`config.mk`:
```
export PLATFORM = sky130hd
export DESIGN_NAME = ltrr_reporter
export DESIGN_NICKNAME = d
export VERILOG_FILES = /design/src/ltrr_pkg.sv /design/src/ltrr_func_if.sv /design/src/ltrr_func_sel.sv /design/src/ltrr_reporter.sv
export SDC_FILE = /design/constraint.sdc
export NUM_CORES = 2
export LEC_CHECK = 0
export BUFFER_PORTS_ARGS = -buffer_cell sky130_fd_sc_hd__clkbuf_2
export CAP_MARGIN = 20
export CORE_UTILIZATION = 30
export CTS_CLUSTER_SIZE = 14
export DETAILED_ROUTE_END_ITERATION = 10
export GPL_TIMING_DRIVEN = 1
export PLACE_DENSITY = 0.53
export SLEW_MARGIN = 40
export SYNTH_ARGS = -nofsm -noshare
export SYNTH_HDL_FRONTEND = slang
export SYNTH_SLANG_ARGS = --single-unit
```
`constraint.sdc`:
```
create_clock -name mclk -period 32.3 [get_ports mclk]
set_clock_uncertainty 0.2 [all_clocks]
set_input_delay 6.46 -clock mclk [delete_from_list [all_inputs] [get_ports mclk]]
set_output_delay 6.46 -clock mclk [all_outputs]
set_load 0.05 [all_outputs]
```
`src/ltrr_pkg.sv`:
```
// Constants, register map and helpers for the latency tolerance reporter.
// Assumes one 100 MHz core clock and a synchronous active-high reset.
//
// How it works
// - Each function picks a minimum, maximum or no-requirement report.
// - All links down or all ports disabled, enables set: cleared message.
// - Otherwise the minimum value register contents are reported.
// - Sent values never exceed function 0 snoop and no-snoop limits.
// - Merged message carries lowest tolerance per traffic type, any function.
// - No function needing a traffic type leaves its requirement bit clear.
// - With capability enabled, send when merged value changes, after reset or on a forcing write.
// - Disabled function or messaging disabled counts as no requirement.
// - Supported bit and capability structure follow nonvolatile enable bit.
// - After fundamental reset and enable, a cleared message is sent.
// - Rx and tx disabled, rx buffer empty, port-disable enable: no requirement.
// - Link down, management traffic off, link-down enable: no requirement.
// - Not fully active power state: no requirement.
// - Minimum due but both its requirement flags clear: no requirement.
// - Maximum due but both its requirement flags clear: no requirement.
// - No-requirement wins; otherwise maximum register may be reported.
// - Writing 1 to request-maximum with request-minimum 0 sends a maximum message.
// - In maximum mode, new maximum register contents send a fresh message.
// - Maximum cleared: minimum sent only if smaller than maximum.
// - Writing 1 to request-minimum sends a minimum message.
// - New minimum contents send a fresh message unless overridden.
// - Init control word bit 13 advertises support; default 1 without memory.

package ltrr_pkg;

   // ****************************************
   // Register map
   // ****************************************
   localparam int         ADDR_W       = 5;
   localparam logic [1:0] REG_CTRL     = 2'h0;
   localparam logic [1:0] REG_MINV     = 2'h1;
   localparam logic [1:0] REG_MAXV     = 2'h2;
   localparam logic [1:0] REG_STAT     = 2'h3;
   localparam logic [4:0] REG_MSG      = 5'h10;
   localparam int         GLOBAL_BIT   = 4;

   // Control bits
   localparam int CTRL_REQ_MIN = 0;
   localparam int CTRL_REQ_MAX = 1;
   localparam int CTRL_LD_EN   = 2;
   localparam int CTRL_PD_EN   = 3;

   // ****************************************
   // Latency field layout
   // ****************************************
   localparam int          FIELD_W      = 16;
   localparam int          VAL_LSB      = 0;
   localparam int          VAL_W        = 10;
   localparam int          SCALE_LSB    = 10;
   localparam int          SCALE_W      = 3;
   localparam int          REQ_BIT      = 15;
   localparam int          LIMIT_W      = 13;
   localparam int          NS_W         = 40;
   localparam logic [2:0]  SCALE_MAX    = 3'h5;
   localparam logic [15:0] FIELD_NONE   = 16'h0000;
   localparam logic [31:0] WORD_ZERO    = 32'h0000_0000;

   // Nonvolatile init control word bit, and its default
   localparam int   NVM_ADV_BIT = 13;
   localparam logic NVM_ADV_DEF = 1'b1;

   typedef enum logic [1:0]
   {
      KIND_NOREQ = 2'b00,
      KIND_MIN   = 2'b01,
      KIND_MAX   = 2'b10
   } ltrr_kind_t;

   // Latency of one field in ns units of value * 32^scale
   function automatic logic [NS_W-1:0] ltrr_ns(input logic [FIELD_W-1:0] f);
      logic [2:0]      sc;
      logic [NS_W-1:0] v;
      sc = f[SCALE_LSB +: SCALE_W];
      v  = {{(NS_W-VAL_W){1'b0}}, f[VAL_LSB +: VAL_W]};
      if (sc > SCALE_MAX)
         sc = SCALE_MAX;
      ltrr_ns = v << (5 * sc);
   endfunction : ltrr_ns

endpackage : ltrr_pkg

```
`src/ltrr_func_if.sv`:
```
// Bundle between the reporter core and one per-function report selector.
// Assumes the core drives status and settings, the selector the report.
`timescale 1ns/1ns

interface ltrr_func_if;
   import ltrr_pkg::*;
   logic                   func_on;
   logic                   active_pwr;
   logic                   link_up;
   logic                   rx_en;
   logic                   tx_en;
   logic                   rx_empty;
   logic                   mgmt_en;
   logic                   ld_en;
   logic                   pd_en;
   logic                   max_mode;
   logic [2*FIELD_W-1:0]   minv;
   logic [2*FIELD_W-1:0]   maxv;
   ltrr_kind_t             kind;
   logic [2*FIELD_W-1:0]   report;

   modport core (output func_on, active_pwr, link_up, rx_en, tx_en,
                 rx_empty, mgmt_en, ld_en, pd_en, max_mode, minv, maxv,
                 input kind, report);
   modport sel  (input func_on, active_pwr, link_up, rx_en, tx_en,
                 rx_empty, mgmt_en, ld_en, pd_en, max_mode, minv, maxv,
                 output kind, report);
endinterface : ltrr_func_if

```
`src/ltrr_func_sel.sv`:
```
// Per-function choice between no requirement, minimum and maximum report.
// Assumes settings come from registers held in the reporter core.
`timescale 1ns/1ns

module ltrr_func_sel
   import ltrr_pkg::*;
(
   // Function link
   ltrr_func_if.sel  f
);

   logic  noreq;
   logic  min_lt_max;
   logic  min_flags;
   logic  max_flags;

   // ****************************************
   // Report selection
   // ****************************************
   always_comb
   begin
      noreq = !f.func_on
            || !f.active_pwr
            || (!f.rx_en && !f.tx_en && f.rx_empty && f.pd_en)
            || (!f.link_up && !f.mgmt_en && f.ld_en);
      min_flags = f.minv[REQ_BIT] || f.minv[FIELD_W+REQ_BIT];
      max_flags = f.maxv[REQ_BIT] || f.maxv[FIELD_W+REQ_BIT];
      // Maximum without requirement flags bounds nothing
      min_lt_max = !max_flags
                 || (ltrr_ns(f.minv[FIELD_W-1:0])
                    < ltrr_ns(f.maxv[FIELD_W-1:0]))
                 || (ltrr_ns(f.minv[2*FIELD_W-1:FIELD_W])
                    < ltrr_ns(f.maxv[2*FIELD_W-1:FIELD_W]));
      f.kind   = KIND_MIN;
      f.report = f.minv;
      if (noreq)
      begin
         f.kind   = KIND_NOREQ;
         f.report = WORD_ZERO;
      end
      else if (f.max_mode || !min_lt_max)
      begin
         f.kind   = max_flags ? KIND_MAX : KIND_NOREQ;
         f.report = max_flags ? f.maxv : WORD_ZERO;
      end
      else if (!min_flags)
      begin
         f.kind   = KIND_NOREQ;
         f.report = WORD_ZERO;
      end
   end

endmodule : ltrr_func_sel

```
`src/ltrr_reporter.sv`:
```
// Latency tolerance reporter core: registers, merge and message sender.
// Assumes status inputs synchronous to mclk; message taken on valid&ready.
`timescale 1ns/1ns

module ltrr_reporter
   import ltrr_pkg::*;
#(
   parameter int NUM_FUNC = 4
)
(
   // Clock and reset
   input  wire logic                  mclk,
   input  wire logic                  srst,
   // Register port
   input  wire logic [ADDR_W-1:0]     reg_addr,
   input  wire logic [31:0]           reg_wdata,
   input  wire logic                  reg_wr,
   input  wire logic                  reg_rd,
   output logic      [31:0]           reg_rdata,
   // Per-function status
   input  wire logic [NUM_FUNC-1:0]   func_enabled,
   input  wire logic [NUM_FUNC-1:0]   fully_active_power_state,
   input  wire logic [NUM_FUNC-1:0]   link_up,
   input  wire logic [NUM_FUNC-1:0]   receive_enable_bit,
   input  wire logic [NUM_FUNC-1:0]   transmit_enable_bit,
   input  wire logic [NUM_FUNC-1:0]   rx_buffer_empty,
   input  wire logic [NUM_FUNC-1:0]   mgmt_to_host_traffic_enable,
   // Function 0 configuration space
   input  wire logic                  mech_enable,
   input  wire logic [LIMIT_W-1:0]    max_snoop_limit,
   input  wire logic [LIMIT_W-1:0]    max_nosnoop_limit,
   output logic                       mech_supported,
   output logic                       cap_struct_present,
   // Nonvolatile init control word
   input  wire logic                  nvm_load,
   input  wire logic [15:0]           nvm_init_ctrl1,
   // Upstream message
   output logic                       msg_valid,
   output logic      [2*FIELD_W-1:0]  msg_data,
   input  wire logic                  msg_ready
);

   localparam int FW = 2 * FIELD_W;

   initial
   begin
      if (NUM_FUNC < 1 || NUM_FUNC > 4)
         $error("NUM_FUNC must be 1 to 4");
   end

   // ****************************************
   // Register storage
   // ****************************************
   logic [NUM_FUNC-1:0]   max_mode_q;
   logic [NUM_FUNC-1:0]   ld_en_q;
   logic [NUM_FUNC-1:0]   pd_en_q;
   logic [FW-1:0]         minv_q [NUM_FUNC];
   logic [FW-1:0]         maxv_q [NUM_FUNC];
   logic                  advertise_q;
   logic                  force_q;
   logic                  force_d;
   logic                  reset_msg_q;
   logic                  msg_valid_q;
   logic [FW-1:0]         msg_data_q;
   logic [FW-1:0]         last_q;
   logic [31:0]           rdata_q;
   logic [31:0]           rdata_d;
   logic [FW-1:0]         merged;
   logic                  send_now;
   ltrr_kind_t            kind   [NUM_FUNC];
   logic [FW-1:0]         report [NUM_FUNC];

   // Address decode
   function automatic logic hit(input logic [ADDR_W-1:0] a,
                                input int                fn,
                                input logic [1:0]        r);
      hit = !a[GLOBAL_BIT] && (a[3:2] == 2'(fn)) && (a[1:0] == r);
   endfunction : hit

   // ****************************************
   // Per-function registers and selectors
   // ****************************************
   genvar g;
   generate
      for (g = 0; g < NUM_FUNC; g++)
      begin : g_fn
         ltrr_func_if fi ();

         assign fi.func_on    = func_enabled[g] && mech_enable;
         assign fi.active_pwr = fully_active_power_state[g];
         assign fi.link_up    = link_up[g];
         assign fi.rx_en      = receive_enable_bit[g];
         assign fi.tx_en      = transmit_enable_bit[g];
         assign fi.rx_empty   = rx_buffer_empty[g];
         assign fi.mgmt_en    = mgmt_to_host_traffic_enable[g];
         assign fi.ld_en      = ld_en_q[g];
         assign fi.pd_en      = pd_en_q[g];
         assign fi.max_mode   = max_mode_q[g];
         assign fi.minv       = minv_q[g];
         assign fi.maxv       = maxv_q[g];
         assign kind[g]       = fi.kind;
         assign report[g]     = fi.report;

         ltrr_func_sel u_sel
         (
            .f (fi.sel)
         );

         always_ff @(posedge mclk)
         begin
            if (srst)
            begin
               max_mode_q[g] <= 1'b0;
               ld_en_q[g]    <= 1'b0;
               pd_en_q[g]    <= 1'b0;
            end
            else if (reg_wr && hit(reg_addr, g, REG_CTRL))
            begin
               max_mode_q[g] <= reg_wdata[CTRL_REQ_MAX]
                                && !reg_wdata[CTRL_REQ_MIN];
               ld_en_q[g]    <= reg_wdata[CTRL_LD_EN];
               pd_en_q[g]    <= reg_wdata[CTRL_PD_EN];
            end
         end

         always_ff @(posedge mclk)
         begin
            if (srst)
            begin
               minv_q[g] <= WORD_ZERO;
               maxv_q[g] <= WORD_ZERO;
            end
            else
            begin
               if (reg_wr && hit(reg_addr, g, REG_MINV))
                  minv_q[g] <= reg_wdata;
               if (reg_wr && hit(reg_addr, g, REG_MAXV))
                  maxv_q[g] <= reg_wdata;
            end
         end
      end
   endgenerate

   // ****************************************
   // Writes that demand a fresh message
   // ****************************************
   always_comb
   begin
      force_d = 1'b0;
      for (int i = 0; i < NUM_FUNC; i++)
      begin
         if (reg_wr && hit(reg_addr, i, REG_CTRL)
             && reg_wdata[CTRL_REQ_MAX] && kind[i] != KIND_NOREQ)
            force_d = 1'b1;
         if (reg_wr && hit(reg_addr, i, REG_CTRL)
             && reg_wdata[CTRL_REQ_MIN])
            force_d = 1'b1;
         if (reg_wr && hit(reg_addr, i, REG_MAXV)
             && reg_wdata != maxv_q[i] && kind[i] == KIND_MAX)
            force_d = 1'b1;
         if (reg_wr && hit(reg_addr, i, REG_MINV)
             && reg_wdata != minv_q[i] && kind[i] == KIND_MIN)
            force_d = 1'b1;
      end
   end

   always_ff @(posedge mclk)
   begin
      if (srst)
         force_q <= 1'b0;
      else if (force_d && mech_enable)
         force_q <= 1'b1;
      else if (send_now)
         force_q <= 1'b0;
   end

   // ****************************************
   // Merge across functions
   // ****************************************
   // All functions without requirement leave both fields cleared
   always_comb
   begin
      logic [FIELD_W-1:0] snp;
      logic [FIELD_W-1:0] nsnp;
      logic [FIELD_W-1:0] lim;
      snp  = FIELD_NONE;
      nsnp = FIELD_NONE;
      lim  = FIELD_NONE;
      for (int i = 0; i < NUM_FUNC; i++)
      begin
         if (report[i][REQ_BIT] && (!snp[REQ_BIT]
             || ltrr_ns(report[i][FIELD_W-1:0]) < ltrr_ns(snp)))
            snp = report[i][FIELD_W-1:0];
         if (report[i][FIELD_W+REQ_BIT] && (!nsnp[REQ_BIT]
             || ltrr_ns(report[i][FW-1:FIELD_W]) < ltrr_ns(nsnp)))
            nsnp = report[i][FW-1:FIELD_W];
      end
      lim = {3'h0, max_snoop_limit};
      if (snp[REQ_BIT] && ltrr_ns(snp) > ltrr_ns(lim))
         snp = {1'b1, 2'h0, max_snoop_limit};
      lim = {3'h0, max_nosnoop_limit};
      if (nsnp[REQ_BIT] && ltrr_ns(nsnp) > ltrr_ns(lim))
         nsnp = {1'b1, 2'h0, max_nosnoop_limit};
      if (!snp[REQ_BIT])
         snp = FIELD_NONE;
      if (!nsnp[REQ_BIT])
         nsnp = FIELD_NONE;
      merged = {nsnp, snp};
   end

   // ****************************************
   // Message sender
   // ****************************************
   assign send_now = mech_enable
                     && (reset_msg_q || force_q || merged != last_q);

   always_ff @(posedge mclk)
   begin
      if (srst)
         reset_msg_q <= 1'b1;
      else if (send_now)
         reset_msg_q <= 1'b0;
   end

   always_ff @(posedge mclk)
   begin
      if (srst)
      begin
         msg_valid_q <= 1'b0;
         msg_data_q  <= WORD_ZERO;
         last_q      <= WORD_ZERO;
      end
      else if (send_now)
      begin
         msg_valid_q <= 1'b1;
         msg_data_q  <= reset_msg_q ? WORD_ZERO : merged;
         last_q      <= reset_msg_q ? WORD_ZERO : merged;
      end
      else if (msg_ready)
         msg_valid_q <= 1'b0;
   end

   // ****************************************
   // Support advertisement
   // ****************************************
   always_ff @(posedge mclk)
   begin
      if (srst)
         advertise_q <= NVM_ADV_DEF;
      else if (nvm_load)
         advertise_q <= nvm_init_ctrl1[NVM_ADV_BIT];
   end

   always_ff @(posedge mclk)
   begin
      if (srst)
      begin
         mech_supported     <= NVM_ADV_DEF;
         cap_struct_present <= NVM_ADV_DEF;
      end
      else
      begin
         mech_supported     <= advertise_q;
         cap_struct_present <= advertise_q;
      end
   end

   // ****************************************
   // Register read-back
   // ****************************************
   always_comb
   begin
      rdata_d = WORD_ZERO;
      if (reg_addr == REG_MSG)
         rdata_d = last_q;
      for (int i = 0; i < NUM_FUNC; i++)
      begin
         if (hit(reg_addr, i, REG_CTRL))
            rdata_d = {28'h0, pd_en_q[i], ld_en_q[i], max_mode_q[i], 1'b0};
         if (hit(reg_addr, i, REG_MINV))
            rdata_d = minv_q[i];
         if (hit(reg_addr, i, REG_MAXV))
            rdata_d = maxv_q[i];
         if (hit(reg_addr, i, REG_STAT))
            rdata_d = {30'h0, kind[i]};
      end
   end

   always_ff @(posedge mclk)
   begin
      if (srst)
         rdata_q <= WORD_ZERO;
      else if (reg_rd)
         rdata_q <= rdata_d;
      else
         rdata_q <= WORD_ZERO;
   end

   assign reg_rdata = rdata_q;
   assign msg_valid = msg_valid_q;
   assign msg_data  = msg_data_q;

endmodule : ltrr_reporter

```
==> results.md <==
- Total GRT Usage: 0.261
- Post-route minimum period: 31.21 ns
- Compound-Gate Fraction of Synth Area: 0.221
- Final core occ: 0.325
- Max Cap Viol: 0
- Mux contribution to synthesized area: 0.128
- Synthesized area: 0.0635 mm^2
- Final nets: 9,248
- Io pins: 181
- Worst Hold End: cap_struct_present
- Reg2reg path depth: 102
- Clk_lat worst skew: 0.62 ns
- Layout cells sized above 1: 0.0883
- Period utilisation layout: 0.966
- Post-synthesis simple-gate area fraction: 0.272
- Largest area contributor in the netlist: ha_1
- Vias per inst: 5.99
- Leak: 28.0 nW
- Async set-reset flop share out of synthesis: 0
- Worst r2r src: minv_q[0][12]
- Synth warnings: 0
- CP Class: in2reg
- Yosys cell types: 105
- Largest cells by area after synthesis: ha_1 (14%), edfxtp_1 (12%), mux2i_1 (10%)
- Starting DRT DRC Count: 7,712
- DP Wirelength: 234 mm
- Delay of the slowest critical-path stage: 0.77 ns
- Reg2reg setup slack: 2.12 ns
- First-pass GRT wire length: 422 mm
- Pre-antenna DRT Iters: 9
- Overall power: 2.26 mW
- #FFs+latches synth: 337
- Final ANT Viol Nets: 0
- EDFF count, synth: 256
- Slowest-stage cell, CP: or4b_2
- Rows: 168
- Total Routed Length: 292 mm
- Slew margin rel.: 0.350
- Worst Hold Launch: advertise_q
- Residual DRC count: 0
- Hold Crit Class: reg2reg
- RePlAce Congestion: 1.03
- Post-synthesis sequential area ratio: 0.147
- Crit-path max FO: 20
- Unrepaired setup endpoints after global routing: false
- Count leader, synth: nor2_1
- Starting Density: 0.302
- Hold Violations, Final: 0
- Area fraction of the dominant cell type after synthesis: 0.141
- Die width: 462 um
- Count of final setup violators: 0
- Area of the core: 0.210 mm^2
- PwrDens: 33.1 mW/mm^2
- DR WL/cell: 25.9 um
- Status: finished, final reports clean
- Worst-margin pin slew: 0.971 ns
- Critical Path AT: 31.48 ns
- Synthesized area per cell: 7.30 um^2
- Die Span Y: 462 um
- Synth Area in XOR/XNOR: 0.0414
- Port bufs: 165
- Peak VDD IR: 0.0000359 V
- Fin. max-slew vios: 0
- Crit end category: register
- CTS Hold Buffers Added: 0
- Largest net degree at the start of global routing: 45
- Non-Filler Instances: 11.3k
- CTS sink count: 337
- H-tree depth: 2
- Clock Path Buffers: 3
- Worst Hold Path Cells: 1
- Reg2reg end: last_q[22]
- CTS tree: yes
- CTS clk-pin slew, worst paths: 0.08 ns
- Gr ovfl total: 0
- Die Area: 0.213 mm^2
- Synth Area in Adders: 0.141
- Largest family of logic cells by synthesized area: simple AND/OR/NAND/NOR gates
- CTS buffer count: 38
- Critical Path RT: 32.57 ns
- Vias post-DR: 67.6k
- Vias in the first global route: 63.3k
- Post-Synthesis Cells: 8,687
- Most common flop cell mapped by yosys: edfxtp_1
- Setup crit start kind: primary input
- Setup_tns: 0 ns
- F_max: 32.0 MHz
- CTS root buf: clkbuf_16
- Commonest cells post-synth: nor2_1 (1,029), nand2_1 (1,002), ha_1 (713), mux2i_1 (649), a21oi_1 (532)
- Area Growth Syn to Fin: 7.66%
- Placed cell count: 11.2k
- Antenna violations before repair: 38
## critical path: cells and delay by family
| family | cells | cell delay [ns] |
|---|---|---|
| AO/OA/AOI/OAI | 31 | 8.63 |
| buffers and inverters | 16 | 3.81 |
| XOR/XNOR | 1 | 0.16 |
| multiplexers | 4 | 1.28 |
| adder cells (fa/ha/maj) | 11 | 3.36 |
| AND/OR/NAND/NOR | 29 | 7.61 |
## cell families after synthesis
group | after synthesis
XOR/XNOR | 300
adder cells (fa/ha/maj) | 713
AND/OR/NAND/NOR | 3609
flip-flops | 337
AO/OA/AOI/OAI | 2127
buffers and inverters | 823
other | 1
multiplexers | 777
## per-stage QoR
stage / cell area [um^2] / hold WS [ns] / setup slack (ns)
2_1_floorplan: 63500 / 0.209 / 3.57
3_3_place_gp: 66700 / 0.219 / 0.668
3_5_place_dp: 66800 / 0.224 / 0.632
4_1_cts: 68100 / 0.245 / 1.10
5_1_grt: 68300 / 0.275 / 0.0487
6_report: 68300 / 0.246 / 1.09
## registers in the layout (all words and copies together) (netlist names), 4 cells and up
name	count
last_q	32
maxv_q	128
reg_rdata	32
g_fn.fi.ld_en	4
g_fn.fi.pd_en	4
minv_q	128
g_fn.fi.max_mode	4
## cells in the final DEF, fill, tap and decap left out, types with 132 or more instances in the layout
master	Yosys	layout
nand3_1	179	179
and2_1	321	321
a21oi_1	532	531
nor2_1	1029	1010
mux2i_1	649	648
nand2b_1	197	196
buf_4	5	154
clkbuf_2	0	165
o22ai_1	207	205
nand2_1	1002	1002
nand4_1	167	167
edfxtp_1	256	256
o21ai_0	365	364
ha_1	713	708
inv_1	163	163
nor3_1	214	205
a21o_1	133	132
xor2_1	237	237
## final cells by class
class                   count  area, um^2
diodes                     27        67.6
clock buffers              46        1060
clock inverters            23         234
fillers                 22600      142000
inverters                 190         713
multi-input cells        7532       51400
flip-flops and latches    337        9310
well taps                2805        3510
repair buffers            322        2030
## how the worst max path moves through the flow
stage | from | to | slack [ns] | cells past startpoint
6_report | mech_enable | last_q[22] | 1.09 | 92
3_5_place_dp | mech_enable | last_q[20] | 0.63 | 92
4_1_cts | mech_enable | last_q[20] | 1.10 | 92
2_1_floorplan | rx_buffer_empty[0] | last_q[23] | 3.57 | 109
3_3_place_gp | mech_enable | last_q[24] | 0.67 | 95
5_1_grt | mech_enable | last_q[22] | 0.05 | 94
## repair_timing
action | 4_1_cts | 5_1_grt
buffers inserted | 0 | 5
setup endpoints to repair | 0 | 33
gates resized for setup | 0 | 8
## power by group
part / switching [mW] / total, mW / leakage [nW] / internal, mW
clock network: 0.213 / 0.477 / 0.638 / 0.263
registers: 0.0612 / 0.548 / 3.10 / 0.487
logic: 0.810 / 1.24 / 24.3 / 0.429
total: 1.08 / 2.26 / 28.0 / 1.18
## layer usage
layer,global-route usage,up-vias,wire [um]
met4,0.172,20,21600
li1,-,31400,-
met2,0.416,3091,131000
met1,0.326,32300,118000
met5,0,-,152
met3,0.0388,712,21000
(Power assumes the default switching activity.)
